===== src/logic/aoc_pkg.sv =====
// Package with register map, field layout and types of the offset compensation block.
package aoc_pkg;

  localparam int ADDR_W = 8;
  localparam int DATA_W = 8;
  localparam int ACC_W  = 12;

  localparam logic [7:0] ADDR_CONTROL  = 8'h36;
  localparam logic [7:0] ADDR_SETTINGS = 8'h37;
  localparam logic [7:0] ADDR_CORR_X   = 8'h38;
  localparam logic [7:0] ADDR_CORR_Y   = 8'h39;
  localparam logic [7:0] ADDR_CORR_Z   = 8'h3A;

  localparam int BIT_ZERO_ALL     = 7;
  localparam int TRIG_HI          = 6;
  localparam int TRIG_LO          = 5;
  localparam int BIT_DONE         = 4;
  localparam int BIT_EN_Z         = 2;
  localparam int BIT_EN_Y         = 1;
  localparam int BIT_EN_X         = 0;
  localparam int BIT_CORNER       = 0;

  localparam logic [7:0] CONTROL_RW_MASK  = 8'h07;
  localparam logic [7:0] SETTINGS_RW_MASK = 8'h7F;
  localparam logic [7:0] RESET_VALUE      = 8'h00;

  localparam logic [1:0] TRIG_NONE = 2'b00;
  localparam logic [1:0] TRIG_X    = 2'b01;
  localparam logic [1:0] TRIG_Y    = 2'b10;
  localparam logic [1:0] TRIG_Z    = 2'b11;

  localparam logic [1:0] TARGET_ZERO_A = 2'b00;
  localparam logic [1:0] TARGET_PLUS1  = 2'b01;
  localparam logic [1:0] TARGET_MINUS1 = 2'b10;
  localparam logic [1:0] TARGET_ZERO_B = 2'b11;

  // One g in correction units: -128 is -1 g.
  localparam logic signed [9:0] ONE_G_CORR = 10'sh080;
  localparam logic signed [7:0] CORR_MAX   = 8'sh7F;
  localparam logic signed [7:0] CORR_MIN   = -8'sh80;

  // Averaging depth of fast compensation, as log2 of sample count.
  localparam int AVG_LOG2 = 4;

  typedef struct packed {
    logic              wrEn;
    logic              rdEn;
    logic [ADDR_W-1:0] addr;
    logic [DATA_W-1:0] wrData;
  } aoc_bus_req_type;

  typedef struct packed {
    logic signed [ACC_W-1:0] x;
    logic signed [ACC_W-1:0] y;
    logic signed [ACC_W-1:0] z;
  } aoc_axes_type;

endpackage : aoc_pkg


===== src/logic/aoc_axis_sub.sv =====
// Registered subtraction of one axis correction from filtered and unfiltered data.
`timescale 1ns/1ps
module aoc_axis_sub #(
  parameter int ACC_W = aoc_pkg::ACC_W
) (
  input  wire logic                    sys_clk,
  input  wire logic                    rst_n,
  input  wire logic signed [7:0]       corr,
  input  wire logic signed [ACC_W-1:0] rawIn,
  input  wire logic signed [ACC_W-1:0] filtIn,
  output logic signed [ACC_W-1:0]      rawOut,
  output logic signed [ACC_W-1:0]      filtOut
);

  // Correction LSB is 1/128 g; data top byte matches, so shift into position.
  localparam int SHIFT = ACC_W - 8;

  logic signed [ACC_W-1:0] corrScaled;
  logic signed [ACC_W-1:0] rawOut_q, rawOut_d;
  logic signed [ACC_W-1:0] filtOut_q, filtOut_d;

  always_comb begin
    corrScaled = ACC_W'(corr) <<< SHIFT;
    rawOut_d   = rawIn - corrScaled;
    filtOut_d  = filtIn - corrScaled;
  end

  always_ff @(posedge sys_clk) begin
    if (!rst_n) begin
      rawOut_q  <= '0;
      filtOut_q <= '0;
    end else begin
      rawOut_q  <= rawOut_d;
      filtOut_q <= filtOut_d;
    end
  end

  assign rawOut  = rawOut_q;
  assign filtOut = filtOut_q;

endmodule : aoc_axis_sub


===== src/logic/aoc_ctrl.sv =====
// Offset compensation register bank, fast calibration control and data correction.
`timescale 1ns/1ps
// Overview of operation
// - Writing one to zero-all clears the three correction registers.
// - Trigger field 01, 10, 11 starts fast compensation on x, y, z.
// - Done flag reads zero while fast compensation runs, one when idle.
// - Per-axis enable bits switch slow compensation on and off.
// - Target codes select 0 g, +1 g, -1 g, 0 g per axis.
// - Corner bit selects high-pass bandwidth over 1000 or over 100.
// - Each correction is subtracted from filtered and unfiltered axis data.
// - Corrections are two's complement, 1/128 g per step, range independent.
// - Corrections reload from non-volatile memory after power-on or soft reset; here reset clears them to zero and reload waits for an nvmLoad pulse.
// - Host writes corrections; finished fast compensation overwrites that axis.
// - Correction registers are eight-bit read-write, resetting to zero.
// - Z correction register behaves exactly like x and y.
module aoc_ctrl #(
  parameter int ACC_W = aoc_pkg::ACC_W
) (
  input  wire logic                         sys_clk,
  input  wire logic                         rst_n,
  input  wire aoc_pkg::aoc_bus_req_type     busReq,
  output logic [aoc_pkg::DATA_W-1:0]        rdData,
  input  wire logic                         nvmLoad,
  input  wire logic [23:0]                  nvmImage,
  input  wire logic                         sampleValid,
  input  wire aoc_pkg::aoc_axes_type        rawIn,
  input  wire aoc_pkg::aoc_axes_type        filtIn,
  output aoc_pkg::aoc_axes_type             rawOut,
  output aoc_pkg::aoc_axes_type             filtOut,
  output logic [2:0]                        slowEnable,
  output logic [5:0]                        slowTarget,
  output logic                              corner,
  output logic                              fastDone
);

  logic [2:0]        ctrlLow_q, ctrlLow_d;
  logic [6:0]        settings_q, settings_d;
  logic [7:0]        corr_q [3];
  logic [7:0]        corr_d [3];
  logic [7:0]        rdData_q, rdData_d;
  logic              done_q, done_d;
  logic [1:0]        axis_q, axis_d;
  logic              calStart_q, calStart_d;
  logic [1:0]        calTarget;
  logic signed [ACC_W-1:0] calSample;
  logic              calBusy;
  logic              calFinish;
  logic signed [7:0] calCorr;
  logic              ctrlWrite;
  logic [1:0]        trig;
  logic              zeroAll;
  logic [ACC_W-1:0]  rawSel  [3];
  logic [ACC_W-1:0]  filtSel [3];
  logic [ACC_W-1:0]  rawCor  [3];
  logic [ACC_W-1:0]  filtCor [3];

  // The strobe is an argument so that a continuous use re-evaluates when it drops.
  function automatic logic hit(input logic       en,
                               input logic [7:0] a,
                               input logic [7:0] ref_addr);
    hit = en && (a == ref_addr);
  endfunction : hit

  function automatic logic [1:0] axisIndex(input logic [1:0] code);
    axisIndex = code - 2'b01;
  endfunction : axisIndex

  assign ctrlWrite  = hit(busReq.wrEn, busReq.addr, aoc_pkg::ADDR_CONTROL);
  assign trig       = busReq.wrData[aoc_pkg::TRIG_HI:aoc_pkg::TRIG_LO];
  assign zeroAll    = ctrlWrite && busReq.wrData[aoc_pkg::BIT_ZERO_ALL];
  assign rawSel[0]  = rawIn.x;
  assign rawSel[1]  = rawIn.y;
  assign rawSel[2]  = rawIn.z;
  assign filtSel[0] = filtIn.x;
  assign filtSel[1] = filtIn.y;
  assign filtSel[2] = filtIn.z;

  always_comb begin
    // Target fields sit above the corner bit: x at 2:1, y at 4:3, z at 6:5.
    calTarget = settings_q[2*axisIndex(axis_q)+2 -: 2];
    calSample = rawSel[axisIndex(axis_q)];
  end

  always_comb begin
    ctrlLow_d  = ctrlLow_q;
    settings_d = settings_q;
    done_d     = done_q;
    axis_d     = axis_q;
    calStart_d = 1'b0;
    for (int i = 0; i < 3; i++) begin
      corr_d[i] = corr_q[i];
    end
    if (ctrlWrite) begin
      ctrlLow_d = busReq.wrData[2:0] & aoc_pkg::CONTROL_RW_MASK[2:0];
    end
    if (hit(busReq.wrEn, busReq.addr, aoc_pkg::ADDR_SETTINGS)) begin
      settings_d = busReq.wrData[6:0] & aoc_pkg::SETTINGS_RW_MASK[6:0];
    end
    for (int i = 0; i < 3; i++) begin
      if (hit(busReq.wrEn, busReq.addr, aoc_pkg::ADDR_CORR_X + 8'(i))) begin
        corr_d[i] = busReq.wrData;
      end
    end
    // Trigger accepted only when idle; an early trigger is ignored.
    if (ctrlWrite && (trig != aoc_pkg::TRIG_NONE) && done_q) begin
      done_d     = 1'b0;
      axis_d     = trig;
      calStart_d = 1'b1;
    end
    if (calFinish) begin
      corr_d[axisIndex(axis_q)] = calCorr;
      done_d = 1'b1;
    end
    if (zeroAll) begin
      for (int i = 0; i < 3; i++) begin
        corr_d[i] = aoc_pkg::RESET_VALUE;
      end
    end
    if (nvmLoad) begin
      for (int i = 0; i < 3; i++) begin
        corr_d[i] = nvmImage[8*i +: 8];
      end
    end
  end

  always_comb begin
    rdData_d = rdData_q;
    if (busReq.rdEn) begin
      unique case (busReq.addr)
        aoc_pkg::ADDR_CONTROL: rdData_d = {3'b000, done_q, 1'b0, ctrlLow_q};
        aoc_pkg::ADDR_SETTINGS: rdData_d = {1'b0, settings_q};
        aoc_pkg::ADDR_CORR_X: rdData_d = corr_q[0];
        aoc_pkg::ADDR_CORR_Y: rdData_d = corr_q[1];
        aoc_pkg::ADDR_CORR_Z: rdData_d = corr_q[2];
        default: rdData_d = aoc_pkg::RESET_VALUE;
      endcase
    end
  end

  always_ff @(posedge sys_clk) begin
    if (!rst_n) begin
      ctrlLow_q  <= '0;
      settings_q <= '0;
      rdData_q   <= '0;
      done_q     <= 1'b1;
      axis_q     <= aoc_pkg::TRIG_X;
      calStart_q <= 1'b0;
      for (int i = 0; i < 3; i++) begin
        corr_q[i] <= aoc_pkg::RESET_VALUE;
      end
    end else begin
      ctrlLow_q  <= ctrlLow_d;
      settings_q <= settings_d;
      rdData_q   <= rdData_d;
      done_q     <= done_d;
      axis_q     <= axis_d;
      calStart_q <= calStart_d;
      for (int i = 0; i < 3; i++) begin
        corr_q[i] <= corr_d[i];
      end
    end
  end

  aoc_fast_cal #(
    .ACC_W    (ACC_W),
    .AVG_LOG2 (aoc_pkg::AVG_LOG2)
  ) i_aoc_fast_cal (
    .sys_clk     (sys_clk),
    .rst_n       (rst_n),
    .start       (calStart_q),
    .target      (calTarget),
    .sampleValid (sampleValid),
    .sample      (calSample),
    .busy        (calBusy),
    .finish      (calFinish),
    .corr        (calCorr)
  );

  // Subtraction per axis; index 0 is x, 1 is y, 2 is z.
  for (genvar g = 0; g < 3; g++) begin : g_axis
    aoc_axis_sub #(
      .ACC_W (ACC_W)
    ) i_aoc_axis_sub (
      .sys_clk (sys_clk),
      .rst_n   (rst_n),
      .corr    (corr_q[g]),
      .rawIn   (rawSel[g]),
      .filtIn  (filtSel[g]),
      .rawOut  (rawCor[g]),
      .filtOut (filtCor[g])
    );
  end

  assign rdData     = rdData_q;
  assign slowEnable = ctrlLow_q;
  assign slowTarget = settings_q[6:1];
  assign corner     = settings_q[aoc_pkg::BIT_CORNER];
  assign fastDone   = done_q;
  assign rawOut     = {rawCor[0], rawCor[1], rawCor[2]};
  assign filtOut    = {filtCor[0], filtCor[1], filtCor[2]};
endmodule : aoc_ctrl


===== src/logic/aoc_fast_cal.sv =====
// Fast compensation engine: averages one axis and yields its correction value.
`timescale 1ns/1ps
module aoc_fast_cal #(
  parameter int ACC_W    = aoc_pkg::ACC_W,
  parameter int AVG_LOG2 = aoc_pkg::AVG_LOG2
) (
  input  wire logic                    sys_clk,
  input  wire logic                    rst_n,
  input  wire logic                    start,
  input  wire logic [1:0]              target,
  input  wire logic                    sampleValid,
  input  wire logic signed [ACC_W-1:0] sample,
  output logic                         busy,
  output logic                         finish,
  output logic signed [7:0]            corr
);

  typedef enum logic [0:0] {
    IDLE = 1'b0,
    RUN  = 1'b1
  } aoc_cal_state_type;

  localparam int SUM_W = ACC_W + AVG_LOG2;
  localparam logic [AVG_LOG2:0] LAST = (AVG_LOG2+1)'((1 << AVG_LOG2) - 1);

  aoc_cal_state_type    state_q, state_d;
  logic [AVG_LOG2:0]    cnt_q, cnt_d;
  logic signed [SUM_W-1:0] sum_q, sum_d;
  logic                 finish_q, finish_d;
  logic signed [7:0]    corr_q, corr_d;
  logic signed [9:0]    targ;
  logic signed [SUM_W-1:0] total;
  logic signed [SUM_W-1:0] diff;

  // Averaged data is scaled to correction units by taking its top byte.
  always_comb begin
    targ = 10'sd0;
    unique case (target)
      aoc_pkg::TARGET_PLUS1:  targ = aoc_pkg::ONE_G_CORR;
      aoc_pkg::TARGET_MINUS1: targ = -aoc_pkg::ONE_G_CORR;
      default:                targ = 10'sd0;
    endcase
    total = sum_q + SUM_W'(sample);
    diff  = (total >>> (SUM_W - 8)) - SUM_W'(targ);
    state_d  = state_q;
    cnt_d    = cnt_q;
    sum_d    = sum_q;
    finish_d = 1'b0;
    corr_d   = corr_q;
    unique case (state_q)
      IDLE: begin
        if (start) begin
          state_d = RUN;
          cnt_d   = '0;
          sum_d   = '0;
        end
      end
      RUN: begin
        if (sampleValid) begin
          sum_d = total;
          cnt_d = cnt_q + 1'b1;
          if (cnt_q == LAST) begin
            state_d  = IDLE;
            finish_d = 1'b1;
            if (diff > SUM_W'(aoc_pkg::CORR_MAX)) begin
              corr_d = aoc_pkg::CORR_MAX;
            end else if (diff < SUM_W'(aoc_pkg::CORR_MIN)) begin
              corr_d = aoc_pkg::CORR_MIN;
            end else begin
              corr_d = diff[7:0];
            end
          end
        end
      end
    endcase
  end

  always_ff @(posedge sys_clk) begin
    if (!rst_n) begin
      state_q  <= IDLE;
      cnt_q    <= '0;
      sum_q    <= '0;
      finish_q <= 1'b0;
      corr_q   <= '0;
    end else begin
      state_q  <= state_d;
      cnt_q    <= cnt_d;
      sum_q    <= sum_d;
      finish_q <= finish_d;
      corr_q   <= corr_d;
    end
  end

  assign busy   = (state_q == RUN);
  assign finish = finish_q;
  assign corr   = corr_q;

endmodule : aoc_fast_cal


===== config.mk =====
export PLATFORM = sky130hd
export DESIGN_NAME = aoc_ctrl
export DESIGN_NICKNAME = d
export VERILOG_FILES = /design/src/logic/aoc_pkg.sv /design/src/logic/aoc_axis_sub.sv /design/src/logic/aoc_ctrl.sv /design/src/logic/aoc_fast_cal.sv
export SDC_FILE = /design/constraint.sdc
export NUM_CORES = 1
export LEC_CHECK = 0
export ABC_AREA = 1
export BUFFER_PORTS_ARGS = -buffer_cell sky130_fd_sc_hd__buf_4
export CAP_MARGIN = 20
export CORE_MARGIN = 10
export CORE_UTILIZATION = 25
export CTS_BUF_LIST = sky130_fd_sc_hd__clkbuf_4
export DETAILED_ROUTE_END_ITERATION = 8
export PLACE_DENSITY = 0.5
export RECOVER_POWER = 25
export SYNTH_ARGS = -nofsm -noshare
export SYNTH_HDL_FRONTEND = slang
export SYNTH_SLANG_ARGS = --single-unit

===== constraint.sdc =====
create_clock -name sys_clk -period 4 [get_ports sys_clk]
set_input_delay 0.4 -clock sys_clk [delete_from_list [all_inputs] [get_ports sys_clk]]
set_output_delay 0.4 -clock sys_clk [all_outputs]
set_load 0.03 [all_outputs]

==> metrics.yaml, run 1 <==
synth:
  synth.distinct_cells: 43
  synthFlopType: "dfxtp_1"
  ys_seq_area_share_pct: 34.7
  synth_edf_count: 0
  avgSynthCellArea_sq_um: 6.88
  synth_common_cells: "nand2_1 (285), inv_1 (176), dfxtp_1 (149)"
  ys_ff_latch: 149
  syn_nets: 1436
  yosysMostFrequentCell: "nand2_1"
  synthTopCellsByArea: "dfxtp_1 (35%), nand2_1 (12%), ha_1 (9.0%)"
  synth-warning-count: 0
  synthArstFlopShare_pct: 0
  synth_top_area_share_pct: 34.7
  netlist_area_sq_mm: 0.00859
  yosysTopAreaCell: "dfxtp_1"
  synth_cells: 1248
routing:
  via_per_inst: 4.53
  drc: 0
  antenna_left: 0
  firstDrtPassIters: 5
  drt-initial-drc-count: 579
  vias: 8777
  wl_per_cell_microns: 17.2
  routed_wl_microns: 33400
sta:
  setup_viol: 0
  fmax_ghz: 0.272
  min_period_ns: 3.67
  holdWs_ns: 0.0578
  fin_skew_ns: 0.0316
  rsz0062_at_grt: "no"
  max_slew_margin_pct: -24.8
  report.final.slew_viol_count: 95
  fin_tns_setup_ns: 0
  tightest_slew_ns: 1.87
  fin_crit_sh_pct: 91.8
  finalHoldViolations: 0
critical_path:
  reg2reg_slack_ns: 0.33
  critPathKind: "register to register"
  cp.required_ns: 4.56
  cp-startpoint: "axis_q[0]"
  worstPathMaxFanout: 7
  ff2ff_path_depth: 20
  worstReg2RegStart: "axis_q[0]"
  arrival_ns: 4.23
  worstSetupEndpointType: "register"
  cp-start-kind: "register"
  endpoint: "i_aoc_fast_cal.corr[3]"
  r2r_end: "i_aoc_fast_cal.corr[3]"
pwr:
  vdd.ir_drop.worst_v: 0.000147
  power.density_mw_per_mm2: 304
  power.leakage_nw: 5.36
flow_run:
  cap_violations: 1
place:
  post_dp_cell_area_sq_mm: 0.0106
  placement.io_buffers: 208
  dp_cells: 1880
  dp_hpwl_microns: 26800
  globalplace.congestion: 0.883
run_status:
  violations: "capacitance limit, slew limit"
  status: "finished with violations"
floorplan:
  fp.dieW_microns: 205
  placementRows: 67
  io_pins: 209
  initial_core_util_pct: 25.5
  die_y_microns: 205
  core_area_sq_mm: 0.0337
  die_area_sq_mm: 0.0422
clocking:
  post_cts_buffers: 0
  htree_levels: 4
  cts-root-buf: "clkbuf_4"
  cts_buffers: 17
  clk_pin_slew_ns: 0.15
  clock_latency_ns: 0.61
  cts_sinks: 149
  clockBufferDepth: 2
  cts_tree: "done"
grt:
  grt_pass1_vias: 8722
  antenna_found_initial: 1
  grt_pass1_wl_microns: 50200
  grt_use_total_pct: 15.6
  grt_max_degree: 95
  overflow: 0
layout:
  syn_to_final_growth_pct: 29.6
  n_fill_cell: 3739
  fin_cells: 1938
  drive_above_1_share_pct: 19.4
  postLayoutCellArea_sq_mm: 0.0111
  nNetsFinal: 1664
worst_hold_path:
  holdPathStages: 3
  hold_path_class: "input pin to register"
critical path, stage by stage (launching register included):
cell      delay, ns
dfxtp_1        0.37
clkinv_2       0.07
ha_2           0.38
nand2_1        0.13
inv_2          0.14
buf_4          0.16
nand2_1        0.05
o21ai_1        0.10
ha_1           0.32
nand2_2        0.14
inv_1          0.06
a21oi_2        0.18
nor2_1         0.06
nor2_1         0.11
nand3_1        0.10
and2_1         0.19
fa_1           0.50
or2_2          0.36
nand3_1        0.11
nand2_1        0.06
inv_1          0.05
cells by family after synthesis:
| logic type | synth area share (%) |
|---|---|
| xor+xnor | 0.612 |
| buf+inv | 9.91 |
| fa+ha+maj | 10.9 |
| compound gates | 17.1 |
| simple gates | 26.7 |
| flops | 34.7 |
layout make-up:
| class | count | area (sq um) | area share (%) |
|---|---|---|---|
| inverter | 184 | 694 | 6.24 |
| antenna | 1 | 2.50 | 0.0225 |
| timing repair buffer | 241 | 1870 | 16.8 |
| multi-input combinational | 883 | 4790 | 43.0 |
| tap | 448 | 561 | 5.04 |
| clock inverter | 14 | 103 | 0.922 |
| sequential | 149 | 2980 | 26.8 |
| clock buffer | 18 | 135 | 1.21 |
metrics by stage:
stage          total power [W]  worst slack [ns]  util [%]
4_1_cts                0.00343             0.165      33.0
5_1_grt                0.00358            0.0168      33.0
3_5_place_dp           0.00251             0.190      31.5
3_3_place_gp           0.00251             0.310      31.5
6_report               0.00338             0.326      33.0
2_1_floorplan          0.00214            0.0468         -
worst min-delay path by stage:
| stage | end | start | slack (ns) |
|---|---|---|---|
| floorplan | i_aoc_fast_cal.cnt_q[3] | i_aoc_fast_cal.cnt_q[3] | 0.44 |
| global placement | i_aoc_fast_cal.cnt_q[3] | i_aoc_fast_cal.cnt_q[3] | 0.45 |
| detailed placement | i_aoc_fast_cal.cnt_q[3] | i_aoc_fast_cal.cnt_q[3] | 0.46 |
| CTS | corr_q[0][4] | nvmImage[4] | 0.0004 |
| global route | corr_q[0][10] | nvmImage[10] | 0.04 |
| finish | corr_q[0][4] | nvmImage[4] | 0.06 |
per-layer routing:
layer | up-vias | routed length [microns] | GRT usage (%)
li1 | 4520 | - | -
met1 | 3935 | 15900 | 21.0
met5 | - | 0 | 0
met2 | 294 | 14400 | 24.2
met4 | 0 | 494 | 4.10
met3 | 28 | 2530 | 3.90
registers in the layout, summed over array words and instances, names as in the netlist:
name                           cells
axis_q                             2
calStart_q                         1
corr_q                            24
fastDone                           1
g_axis.i_aoc_axis_sub.filtOut     36
g_axis.i_aoc_axis_sub.rawOut      36
i_aoc_fast_cal.busy                1
i_aoc_fast_cal.cnt_q               5
i_aoc_fast_cal.corr                8
i_aoc_fast_cal.finish              1
i_aoc_fast_cal.sum_q              16
rdData                             8
settings_q                         7
slowEnable                         3
where the power goes:
group | internal, W | switching (W)
clock network | 0.000256 | 0.000627
logic | 0.000342 | 0.000534
registers | 0.00157 | 0.0000483
total | 0.00217 | 0.00121
layout by cell type (no fill, tap or decap), drive strengths merged:
cell,netlist,layout
nand2,296,296
buf,8,213
inv,179,183
dfxtp,149,149
a21oi,122,122
nor2,116,116
o21ai,114,114
nand3,84,84
ha,62,62
nor3,26,26
dlygate4sd3,0,25
clkbuf,24,21
a211oi,14,14
o22ai,10,10
clkinv,5,10
fa,8,8
o211ai,7,7
xor2,6,6
or2,5,5
clkinvlp,0,5
nand4,4,4
nand3b,3,3
diode,0,1
a22oi,1,1
a32oi,1,1
and2,1,1
a21o,1,1
a221oi,1,1
a211o,1,1
what timing repair did:
| item | 4_1_cts | 5_1_grt |
|---|---|---|
| setup endpoints to repair | 0 | 7 |
| gates resized for setup | 0 | 10 |
| hold buffers | 25 | 0 |
| hold endpoints to repair | 25 | 0 |
No activity file was read; power rests on OpenSTA's default activity.
==> run 2, diff against run 1 <==
--- a/config.mk
+++ b/config.mk
@@ -9,10 +9,11 @@
 export BUFFER_PORTS_ARGS = -buffer_cell sky130_fd_sc_hd__buf_4
 export CAP_MARGIN = 20
 export CORE_MARGIN = 10
-export CORE_UTILIZATION = 25
+export CORE_UTILIZATION = 23
 export CTS_BUF_LIST = sky130_fd_sc_hd__clkbuf_4
 export DETAILED_ROUTE_END_ITERATION = 8
-export PLACE_DENSITY = 0.5
+export MAX_ROUTING_LAYER = met4
+export PLACE_DENSITY = 0.47
 export RECOVER_POWER = 25
 export SYNTH_ARGS = -nofsm -noshare
 export SYNTH_HDL_FRONTEND = slang
==> constraint.sdc (replaced) <==
create_clock -name sys_clk -period 4 [get_ports sys_clk]
set_input_delay 0.2 -clock sys_clk [delete_from_list [all_inputs] [get_ports sys_clk]]
set_output_delay 0.2 -clock sys_clk [all_outputs]
set_load 0.03 [all_outputs]
==> run 2 against run 1 <==
Effect of this change:
- the flow still finishes with violations (capacitance limit, slew limit)
- sequential share of layout area decreased by 1.9 points
- critical path type unchanged
- clock skew fell by 0.012 ns
- largest cell class unchanged
- final area increased by 7.8%
==> metrics.yaml, run 2 (synthesis gave the netlist of run 1 again) <==
run_status:
  status: "finished with violations"  # unchanged
  violations: "capacitance limit, slew limit"  # unchanged
sta:
  fin_tns_setup_ns: 0  # unchanged
  finalWorstSetupSlack_ns: 0.352  # was 0.326 ns
  tightest_slew_ns: 1.91  # was 1.87 ns
  fin_crit_sh_pct: 91.2  # was 91.8%
  holdWs_ns: 0.0734  # was 0.0578 ns
  finalHoldViolations: 0  # unchanged
  rsz0062_at_grt: "no"  # unchanged
  setup_viol: 0  # unchanged
  fmax_ghz: 0.274  # was 0.272 GHz
  min_period_ns: 3.65  # was 3.67 ns
  max_slew_margin_pct: -27.4  # was -24.8%
  fin_skew_ns: 0.0192  # was 0.0316 ns
  report.final.slew_viol_count: 95  # unchanged
critical_path:
  slowest_delay_ns: 0.52  # was 0.50 ns
  worstReg2RegStart: "axis_q[0]"  # unchanged
  r2r_end: "i_aoc_fast_cal.corr[4]"  # was i_aoc_fast_cal.corr[3]
  cp.required_ns: 4.54  # was 4.56 ns
  ff2ff_path_depth: 20  # unchanged
  arrival_ns: 4.19  # was 4.23 ns
  cp-start-kind: "register"  # unchanged
  crit_family: "simple AND/OR/NAND/NOR gates"  # unchanged
  crit_buf_inv: 5  # unchanged
  worstSetupEndpointType: "register"  # unchanged
  critPathKind: "register to register"  # unchanged
  worstPathMaxFanout: 7  # unchanged
  reg2reg_slack_ns: 0.35  # was 0.33 ns
  critPathSlowestCell: "fa_1"  # unchanged
  cp.depth: 20  # unchanged
  path_cells: "clkinv_2, ha_4, nand2_1, inv_2, buf_4, nand2_1, o21ai_0, ha_1, nand2_2, inv_1, a21oi_2, nor2_1, nor2_1, nand3_1, and2_1, fa_1, or2_2, nand3_1, nand2_1, inv_1"  # was clkinv_2, ha_2, nand2_1, inv_2, buf_4, nand2_1, o21ai_1, ha_1, nand2_2, inv_1, a21oi_2, nor2_1, nor2_1, nand3_1, and2_1, fa_1, or2_2, nand3_1, nand2_1, inv_1
  cpMostUsedCell: "nand2_1"  # unchanged
clocking:
  htree_levels: 4  # unchanged
  cts_tree: "done"  # unchanged
  cts_buffers: 17  # unchanged
  clk_pin_slew_ns: 0.13  # was 0.15 ns
  clock_latency_ns: 0.59  # was 0.61 ns
  clockBufferDepth: 2  # unchanged
  cts_sinks: 149  # unchanged
  cts-root-buf: "clkbuf_4"  # unchanged
grt:
  grt_pass1_wl_microns: 52000  # was 50200 microns
  overflow: 0  # unchanged
  antenna_found_initial: 2  # was 1
  grt_max_degree: 95  # unchanged
  grt_pass1_vias: 8992  # was 8722
  grt_use_total_pct: 15.5  # was 15.6%
floorplan:
  fp.dieW_microns: 213  # was 205 microns
  initial_core_util_pct: 23.4  # was 25.5%
  placementRows: 70  # was 67
  io_pins: 209  # unchanged
  die_y_microns: 213  # was 205 microns
  die_area_sq_mm: 0.0455  # was 0.0422 sq mm
  core_area_sq_mm: 0.0367  # was 0.0337 sq mm
routing:
  routed_wl_microns: 34900  # was 33400 microns
  drc: 0  # unchanged
  antenna_left: 0  # unchanged
  wl_per_cell_microns: 17.1  # was 17.2 microns
  via_per_inst: 4.47  # was 4.53
  firstDrtPassIters: 5  # unchanged
  vias: 9111  # was 8777
  drt-initial-drc-count: 712  # was 579
layout:
  layout_common_cells: "nand2_1 (283), buf_4 (203), inv_1 (175)"  # was nand2_1 (284), buf_4 (213), inv_1 (175)
  postLayoutCellArea_sq_mm: 0.0120  # was 0.0111 sq mm
  layout_commonest_cell: "nand2_1"  # unchanged
  nNetsFinal: 1742  # was 1664
  drive_above_1_share_pct: 18.0  # was 19.4%
  syn_to_final_growth_pct: 39.7  # was 29.6%
place:
  post_dp_cell_area_sq_mm: 0.0106  # about the same
  globalplace.congestion: 0.897  # was 0.883
  dp_hpwl_microns: 27600  # was 26800 microns
  placement.io_buffers: 208  # unchanged
  place_ws_ns: 0.170  # was 0.190 ns
pwr:
  power.share.clock_pct: 29.6  # was 26.1%
  p_switching_w: 0.00117  # was 0.00121 W
  p_seq_share_pct: 44.6  # was 48.0%
  vdd.ir_drop.worst_v: 0.000176  # was 0.000147 V
  power.leakage_nw: 5.73  # was 5.36 nW
  power.total_w: 0.00364  # was 0.00338 W
  comb_power_share_pct: 25.8  # was 25.9%
  p_int_w: 0.00247  # was 0.00217 W
  sw_frac_of_total_pct: 32.2  # was 35.8%
  power.density_mw_per_mm2: 304  # about the same
worst_hold_path:
  hold_path_class: "input pin to register"  # unchanged
  hp-start: "rawIn[21]"  # was nvmImage[4]
  holdPathStages: 4  # was 3
  hold_end: "g_axis[1].i_aoc_axis_sub.rawOut[10]"  # was corr_q[0][4]
flow_run:
  cap_violations: 1  # unchanged
==> run 2: cell types whose count changed in the layout (fill, tap and decap cells not counted), moves of 3 or more <==
cell / change
inv_6: -3
dlygate4sd3_1: +78
clkbuf_1: +8
clkbuf_4: +4
clkinvlp_4: -3
bufinv_16: +4
buf_4: -10
==> run 2: what timing repair did <==
| item | CTS | global route |
|---|---|---|
| endpoints found under the setup margin | 0 | 7 |
| setup buffers | 0 | 2 |
| endpoints found under the hold margin | 102 | 0 |
| gates resized for setup | 0 | 11 |
| hold buffers | 103 | 0 |
==> run 2: stage by stage <==
stage               instances  utilization, %
detailed placement       1898            29.0
global route             2036            32.7
finish                   2036            32.7
global placement         1898            29.0
CTS                      2032            32.6
floorplan                1248               -
==> run 2: power by group through the flow <==
| stage | Sequential (W) | Clock, W | Combinational, W |
|---|---|---|---|
| after CTS | 0.00163 | 0.00113 | 0.000947 |
| after detailed placement | 0.00166 | 0 | 0.000858 |
| final | 0.00162 | 0.00108 | 0.000942 |
| after floorplan | 0.00179 | 0 | 0.000357 |
| after global placement | 0.00166 | 0 | 0.000853 |
| after global routing | 0.00163 | 0.00118 | 0.00104 |
==> run 2: worst max-delay path by stage <==
stage | startpoint | to | slack (ns)
2_1_floorplan | axis_q[0] | i_aoc_fast_cal.corr[5] | 0.05
3_3_place_gp | axis_q[0] | i_aoc_fast_cal.corr[3] | 0.31
3_5_place_dp | axis_q[0] | i_aoc_fast_cal.corr[1] | 0.17
4_1_cts | axis_q[0] | i_aoc_fast_cal.corr[4] | 0.11
5_1_grt | axis_q[0] | i_aoc_fast_cal.corr[2] | 0.05
6_report | axis_q[0] | i_aoc_fast_cal.corr[4] | 0.35
==> run 2: tightest hold or removal path, delay by kind of cell <==
family                   cells  cell delay, ns
AND/OR/NAND/NOR              2            0.15
buffers and inverters        1            0.10
adder cells (fa/ha/maj)      1            0.18
==> run 2: per-layer routing <==
metal	track usage, %	wire (microns)	vias to the layer above
met2	23.6	15500	267
met4	4.18	442	0
met5	-	0	-
met3	3.55	2430	21
met1	20.4	16500	4153
li1	-	-	4670
==> run 2: area by class of cell <==
| cell class | count | area [sq um] |
|---|---|---|
| fill | 3970 | 24700 |
| multi-input combinational | 883 | 4810 |
| sequential | 149 | 2980 |
| timing repair buffer | 319 | 2620 |
| inverter | 184 | 694 |
| tap | 468 | 586 |
| clock inverter | 11 | 159 |
| clock buffer | 20 | 150 |
| antenna | 2 | 5.00 |
